--- config.mk ---
export PLATFORM = sky130hd
export DESIGN_NAME = rtcdc_device_flat
export DESIGN_NICKNAME = d
export VERILOG_FILES = /design/src/rtcdc_pkg.sv /design/src/rtcdc_if.sv /design/src/rtcdc_device.sv /design/src/flat_wrapper.sv
export SDC_FILE = /design/constraint.sdc
export NUM_CORES = 1
export LEC_CHECK = 0
export BUFFER_PORTS_ARGS = -buffer_cell sky130_fd_sc_hd__buf_4
export CAP_MARGIN = 25
export CORE_MARGIN = 2
export CORE_UTILIZATION = 40
export CTS_BUF_LIST = sky130_fd_sc_hd__clkbuf_2 sky130_fd_sc_hd__clkbuf_4 sky130_fd_sc_hd__clkbuf_8
export CTS_CLUSTER_SIZE = 14
export DETAILED_ROUTE_END_ITERATION = 7
export PLACE_DENSITY_LB_ADDON = 0.1
export SLEW_MARGIN = 15
export SYNTH_ARGS = -nofsm -noshare
export SYNTH_HDL_FRONTEND = slang
export SYNTH_SLANG_ARGS = --single-unit
--- constraint.sdc ---
create_clock -name sys_clk -period 3.7 [get_ports sys_clk]
set_input_delay 0.37 -clock sys_clk [delete_from_list [all_inputs] [get_ports sys_clk]]
set_output_delay 0.37 -clock sys_clk [all_outputs]
set_load 0.03 [all_outputs]
--- src/rtcdc_pkg.sv ---
package rtcdc_pkg;
    // Register offsets on the device's control interface
    localparam logic [7:0] OFS_COMP_LOW   = 8'h13;
    localparam logic [7:0] OFS_COMP_HIGH  = 8'h14;
    localparam logic [7:0] OFS_TRIM       = 8'h15;
    localparam logic [7:0] OFS_INTACT     = 8'h16;
    localparam logic [7:0] OFS_SCRATCH    = 8'h17;
    // Reset values and the forbidden compensation code
    localparam logic [7:0] RST_COMP       = 8'h00;
    localparam logic [5:0] RST_TRIM       = 6'h27;
    localparam logic [7:0] RST_SCRATCH    = 8'h00;
    localparam logic [15:0] COMP_FORBIDDEN = 16'h7fff;
    // Host's own APB register word addresses
    localparam logic [11:0] APB_CMD       = 12'h000;
    localparam logic [11:0] APB_STATUS    = 12'h004;
    localparam logic [11:0] APB_RDATA     = 12'h008;
    // Command word fields
    localparam int CMD_WDATA_LSB = 0;
    localparam int CMD_ADDR_LSB  = 8;
    localparam int CMD_WRITE_BIT = 16;
    // Hour tick period in device clocks: 3600 s at 10 MHz
    localparam longint HOUR_S       = 3600;
    localparam longint CLK_HZ       = 10000000;
    localparam longint HOUR_CYCLES  = HOUR_S * CLK_HZ;
endpackage

--- src/rtcdc_if.sv ---
`timescale 1ns/10ps
interface rtcdc_if;
    logic       req;
    logic       wr;
    logic [7:0] addr;
    logic [7:0] wdata;
    logic       ack;
    logic [7:0] rdata;
    modport dev  (input req, input wr, input addr, input wdata, output ack, output rdata);
    modport host (output req, output wr, output addr, output wdata, input ack, input rdata);
endinterface

--- src/rtcdc_device.sv ---
`timescale 1ns/10ps
// How it works
// - Host writes signed compensation across two bytes.
// - Hourly adjust by signed high:low periods.
// - All ones inserts one extra period.
// - Value one drops one period.
// - Host never loads 7fff.
// - Compensation bytes read-write, reset zero.
// - Six-bit trim, reset 0x27, drives oscillator.
// - Intact flag set-only by write one.
// - Manual reset or POR clears intact flag.
// - Host reprograms after cleared intact flag; rtcdc_host never reads the flag and leaves this to software.
// - Scratch byte read-write, reset zero, retained.
// - Defaults only on full reset, except the intact flag.
module rtcdc_device
(
    // Clock and reset
    input  wire logic         sys_clk,
    input  wire logic         rst,
    // Lighter reset and clear causes
    input  wire logic         manual_rst,
    input  wire logic         por_low_batt,
    // Hour tick from the time counter
    input  wire logic         hour_tick,
    // Control side
    rtcdc_if.dev              bus,
    // Oscillator and counter controls
    output logic       [5:0]  osc_resistance_value,
    output logic signed [15:0] period_adjust,
    output logic              adjust_pulse
);
    logic [7:0]  comp_low_r;
    logic [7:0]  comp_high_r;
    logic [15:0] comp_active_r;
    logic        low_seen_r;
    logic        high_seen_r;
    logic [5:0]  trim_r;
    logic        intact_r;
    logic [7:0]  scratch_r;
    logic        ack_r;
    logic [7:0]  rdata_r;
    logic        wr_go;
    logic        mr_s1;
    logic        mr_s2;
    logic        por_s1;
    logic        por_s2;
    logic        wr_low;
    logic        wr_high;
    logic        wr_trim;
    logic        wr_intact;
    logic        wr_scratch;
    logic        pair_done;
    logic        clr_cause;
    logic [7:0]  rd_mux;

    assign wr_go      = bus.req & bus.wr & ~ack_r;

    // One strobe per register keeps each update process small
    assign wr_low     = wr_go & (bus.addr == rtcdc_pkg::OFS_COMP_LOW);
    assign wr_high    = wr_go & (bus.addr == rtcdc_pkg::OFS_COMP_HIGH);
    assign wr_trim    = wr_go & (bus.addr == rtcdc_pkg::OFS_TRIM);
    assign wr_intact  = wr_go & (bus.addr == rtcdc_pkg::OFS_INTACT);
    assign wr_scratch = wr_go & (bus.addr == rtcdc_pkg::OFS_SCRATCH);
    assign pair_done  = low_seen_r & high_seen_r;
    assign clr_cause  = mr_s2 | por_s2;

    // Clear causes come from pins, so synchronise
    always_ff @(posedge sys_clk)
    begin
        mr_s1 <= manual_rst;
        mr_s2 <= mr_s1;
    end

    // Battery monitor is another domain as well
    always_ff @(posedge sys_clk)
    begin
        por_s1 <= por_low_batt;
        por_s2 <= por_s1;
    end

    // Only the full reset restores these; lighter resets leave them alone
    always_ff @(posedge sys_clk)
    begin
        if (rst)
            comp_low_r <= rtcdc_pkg::RST_COMP;
        else if (wr_low)
            comp_low_r <= bus.wdata;
    end

    always_ff @(posedge sys_clk)
    begin
        if (rst)
            comp_high_r <= rtcdc_pkg::RST_COMP;
        else if (wr_high)
            comp_high_r <= bus.wdata;
    end

    // Only six bits are stored; the reserved pair falls away
    always_ff @(posedge sys_clk)
    begin
        if (rst)
            trim_r <= rtcdc_pkg::RST_TRIM;
        else if (wr_trim)
            trim_r <= bus.wdata[5:0];
    end

    always_ff @(posedge sys_clk)
    begin
        if (rst)
            scratch_r <= rtcdc_pkg::RST_SCRATCH;
        else if (wr_scratch)
            scratch_r <= bus.wdata;
    end

    // Clear wins only from reset causes; a write of zero is ignored
    always_ff @(posedge sys_clk)
    begin
        if (rst || clr_cause)
            intact_r <= 1'b0;
        else if (wr_intact && bus.wdata[0])
            intact_r <= 1'b1;
    end

    // A write landing in the apply cycle is kept for the next pair
    always_ff @(posedge sys_clk)
    begin
        if (rst)
        begin
            low_seen_r  <= 1'b0;
            high_seen_r <= 1'b0;
        end
        else
        begin
            low_seen_r  <= wr_low | (low_seen_r & ~pair_done);
            high_seen_r <= wr_high | (high_seen_r & ~pair_done);
        end
    end

    // Both halves must land before the pair is used
    always_ff @(posedge sys_clk)
    begin
        if (rst)
            comp_active_r <= {rtcdc_pkg::RST_COMP, rtcdc_pkg::RST_COMP};
        else if (pair_done)
            comp_active_r <= {comp_high_r, comp_low_r};
    end

    // Pulse marks the hour on which period_adjust is fresh
    always_ff @(posedge sys_clk)
    begin
        if (rst)
            adjust_pulse <= 1'b0;
        else
            adjust_pulse <= hour_tick;
    end

    // Positive value drops periods, so negate: ffff gives +1, 0001 gives -1
    always_ff @(posedge sys_clk)
    begin
        if (rst)
            period_adjust <= 16'sh0000;
        else if (hour_tick)
            period_adjust <= 16'sh0000 - $signed(comp_active_r);
    end

    // Oscillator follows the stored trim one cycle later
    always_ff @(posedge sys_clk)
    begin
        if (rst)
            osc_resistance_value <= rtcdc_pkg::RST_TRIM;
        else
            osc_resistance_value <= trim_r;
    end

    // Reserved bits and unmapped offsets read as zero
    always_comb
    begin
        unique case (bus.addr)
            rtcdc_pkg::OFS_COMP_LOW:  rd_mux = comp_low_r;
            rtcdc_pkg::OFS_COMP_HIGH: rd_mux = comp_high_r;
            rtcdc_pkg::OFS_TRIM:      rd_mux = {2'b00, trim_r};
            rtcdc_pkg::OFS_INTACT:    rd_mux = {7'h00, intact_r};
            rtcdc_pkg::OFS_SCRATCH:   rd_mux = scratch_r;
            default:                  rd_mux = 8'h00;
        endcase
    end

    // One-cycle acknowledge; host drops req after seeing it
    always_ff @(posedge sys_clk)
    begin
        if (rst)
            ack_r <= 1'b0;
        else
            ack_r <= bus.req & ~ack_r;
    end

    // Read data is held until the next request is taken
    always_ff @(posedge sys_clk)
    begin
        if (rst)
            rdata_r <= 8'h00;
        else if (bus.req && !ack_r)
            rdata_r <= rd_mux;
    end

    assign bus.ack   = ack_r;
    assign bus.rdata = rdata_r;
endmodule // rtcdc_device

--- src/flat_wrapper.sv ---
// flat-port wrapper written by rule: the top's interface ports become plain ports
module rtcdc_device_flat 
  (sys_clk, rst, manual_rst, por_low_batt, hour_tick, osc_resistance_value, period_adjust, adjust_pulse, bus_req, bus_wr, bus_addr, bus_wdata, bus_ack, bus_rdata);
  rtcdc_if bus_i ();
  input  wire logic sys_clk;
  input  wire logic rst;
  input  wire logic manual_rst;
  input  wire logic por_low_batt;
  input  wire logic hour_tick;
  output logic       [5:0] osc_resistance_value;
  output logic signed [15:0] period_adjust;
  output logic adjust_pulse;
  input wire logic [$bits(bus_i.req)-1:0] bus_req;
  input wire logic [$bits(bus_i.wr)-1:0] bus_wr;
  input wire logic [$bits(bus_i.addr)-1:0] bus_addr;
  input wire logic [$bits(bus_i.wdata)-1:0] bus_wdata;
  output wire logic [$bits(bus_i.ack)-1:0] bus_ack;
  output wire logic [$bits(bus_i.rdata)-1:0] bus_rdata;
  assign bus_i.req = bus_req;
  assign bus_i.wr = bus_wr;
  assign bus_i.addr = bus_addr;
  assign bus_i.wdata = bus_wdata;
  assign bus_ack = bus_i.ack;
  assign bus_rdata = bus_i.rdata;
  rtcdc_device u_core (.sys_clk(sys_clk), .rst(rst), .manual_rst(manual_rst), .por_low_batt(por_low_batt), .hour_tick(hour_tick), .bus(bus_i), .osc_resistance_value(osc_resistance_value), .period_adjust(period_adjust), .adjust_pulse(adjust_pulse));
endmodule
==> results.py <==
metrics = {
    "setup_path": {
        "crit_path_end_kind": "flip-flop",
        "ff2ff_path_depth": 4,
        "path_cells": "nor2b_1, nand4_1, nand3b_1, o21ai_0",
        "crit_arrival_ns": 2.32,
        "reg2reg_slack_ns": 1.59,
        "timing.rr.start": "u_core.bus.ack",
        "start_kind": "flip-flop",
        "critical_path_class": "flip-flop to flip-flop",
        "r2r_end": "u_core.comp_high_r[2]",
        "critPathSlowestCell": "nand4_1",
        "cp_max_fo": 17,
        "max_stage_delay_ns": 0.71,
        "required_ns": 3.91,
    },
    "layout": {
        "layout_common_cells": "85 x dfxtp_1, 54 x buf_4, 50 x nand2_1",
        "area_growth_syn_to_layout_pct": 18.4,
        "drive_gt1_share_pct": 18.2,
        "final_common_cell": "dfxtp_1",
        "antenna_cells": 0,
        "nets": 452,
        "final_util_pct": 48.3,
        "final_cells": 541,
    },
    "synthesis": {
        "syn_area_per_cell_um2": 9.15,
        "synth_edf_count": 0,
        "synth_top_cell_by_area": "dfxtp_1",
        "synth.distinct_cells": 45,
        "netlist_top_cells_area": "dfxtp_1 48%, nand2_1 5.3%, nand3b_1 5.3%",
        "syn_inst": 385,
        "syn-cell-area_mm2": 0.00352,
        "synth_top_area_share_pct": 48.3,
        "ys_seq_area_share_pct": 48.3,
        "synthesis.nets": 409,
        "synth.ff_latch_count": 85,
        "synthArstFlopShare_pct": 0,
        "dominantRegCellSynth": "dfxtp_1",
        "ys_warn_count": 0,
    },
    "detailed_routing": {
        "ant_nets": 0,
        "vias": 2782,
        "wl_per_cell_um": 14.6,
        "drcViolationCount": 0,
        "avgViaCountPerCell": 5.14,
        "drtIter0Drc": 166,
        "drtPass1Iterations": 4,
        "routed_wl_mm": 7.88,
    },
    "sta": {
        "fmax_mhz": 473,
        "period_share_pct": 57.1,
        "hold_viol_final": 0,
        "max_slew_margin_pct": 42.3,
        "maxSlewViolCount": 0,
        "finClkSkew_ns": 0.00833,
        "rsz0062_at_grt": "no",
        "period_needed_ns": 2.11,
        "tightest_slew_ns": 0.864,
        "fin_setup_tns_ns": 0,
        "setup_violations": 0,
    },
    "floorplan": {
        "core_area_mm2": 0.00864,
        "dieHeight_um": 97.8,
        "die_area_mm2": 0.00957,
        "num_rows": 34,
        "initial_core_util_pct": 40.8,
        "io_pins": 55,
        "fp.dieW_um": 97.8,
    },
    "placed_design": {
        "io_buffers": 54,
        "gp_congestion": 0.785,
        "hpwlAfterDp_mm": 5.56,
        "place_inst": 525,
    },
    "global_routing": {
        "gr-total-overflow": 0,
        "grt_pass1_vias": 2596,
        "grt_first_pass_wirelength_mm": 13.1,
        "grt_usage_pct": 16.9,
        "grt_max_degree": 80,
        "grt_antenna_before_repair": 0,
    },
    "clock_network": {
        "ctsResizeCount": 0,
        "clk_path_buf_depth": 2,
        "cts_root_buf": "clkbuf_8",
        "clk_latency_ns": 0.34,
        "cts_sinks": 85,
        "cts_inserted_buffers": 9,
        "cts_tree": "built",
        "hold_buffers": 0,
        "cts_setup_buffers": 0,
        "cts_max_level": 3,
        "cts.clk_slew.worst_paths_ns": 0.08,
    },
    "worst_hold_path": {
        "hold-path-endpoint": "u_core.mr_s1",
        "hold_path_depth": 1,
        "hp-class": "primary input to flip-flop",
        "hp-start": "manual_rst",
    },
    "job": {
        "maxCapViolCount": 0,
    },
    "power": {
        "power.density_mw_per_mm2": 405,
        "irDropWorstVdd_mv": 0.157,
        "leakagePower_uw": 0.00161,
    },
    "run_status": {
        "outcome": "complete, no violations",
    },
}
[logic make-up after synthesis]
kind of cell,synth area share [%]
muxes,5.12
and+or+nand+nor,25.9
xor gates and xnor gates,2.49
buffers and inverters,4.30
DFF,48.3
adders and majority gates,0.355
AOI/OAI and AO/OA,13.6
[how the worst max path moves through the flow]
stage	depth (start not counted)	slack, ns	startpoint	endpoint
3_3_place_gp	5	1.47	bus_req	u_core.comp_high_r[6]
6_report	4	1.59	u_core.bus.ack	u_core.comp_high_r[2]
3_5_place_dp	5	1.41	bus_req	u_core.comp_high_r[6]
5_1_grt	4	1.19	u_core.bus.ack	u_core.comp_high_r[4]
4_1_cts	4	1.55	u_core.bus.ack	u_core.comp_low_r[5]
2_1_floorplan	6	2.18	u_core.comp_active_r[0]	u_core.period_adjust[6]
[Yosys cell counts, drive strengths merged (10+ instances only)]
| library cell | count |
|---|---|
| inv | 12 |
| o21ai | 35 |
| a21oi | 22 |
| mux2i | 18 |
| nand2 | 50 |
| buf | 10 |
| nand2b | 18 |
| clkbuf | 12 |
| dfxtp | 85 |
| nor2 | 20 |
| nand3b | 25 |
[state kept, by name (all words and copies together) (netlist names), 6 cells and up]
name                         flops
u_core.bus.rdata                 8
u_core.comp_active_r            16
u_core.osc_resistance_value      6
u_core.scratch_r                 8
u_core.trim_r                    6
u_core.comp_low_r                8
u_core.comp_high_r               8
u_core.period_adjust            16
[cell type report]
class / count / area [µm²]
clock buffer: 13 / 173
sequential: 85 / 1700
inverter: 12 / 45.0
timing repair buffer: 54 / 405
tap: 108 / 135
multi-input combinational: 266 / 1670
fill: 869 / 4460
clock inverter: 3 / 42.5
[worst max-delay path: cells and delay by family (launching register included)]
| kind | cells | cell delay [ns] |
|---|---|---|
| flops | 1 | 0.32 |
| simple gates | 3 | 1.54 |
| compound gates | 1 | 0.11 |
[metrics by stage]
stage	hold slack, ns	cell area [µm²]	power [µW]	setup WS, ns
after floorplan	0.310	3520	989	2.18
after global placement	0.314	3960	1020	1.47
after detailed placement	0.312	3960	1020	1.41
after CTS	0.111	4170	1710	1.55
after global routing	0.0963	4170	1760	1.19
final	0.126	4170	1690	1.59
[report_power, final]
| group | total (µW) | switching [µW] | internal (µW) |
|---|---|---|---|
| logic | 81.8 | 48.2 | 33.6 |
| clock network | 689 | 315 | 374 |
| registers | 919 | 1.14 | 917 |
| total | 1690 | 364 | 1330 |
[routing by layer]
layer	global-route usage (%)	vias up	wire length (µm)
li1	-	1433	-
met5	0	-	0
met1	23.0	1292	3730
met4	5.45	0	87
met3	3.01	9	260
met2	27.4	48	3800
Power figures use the tool's default switching activity.
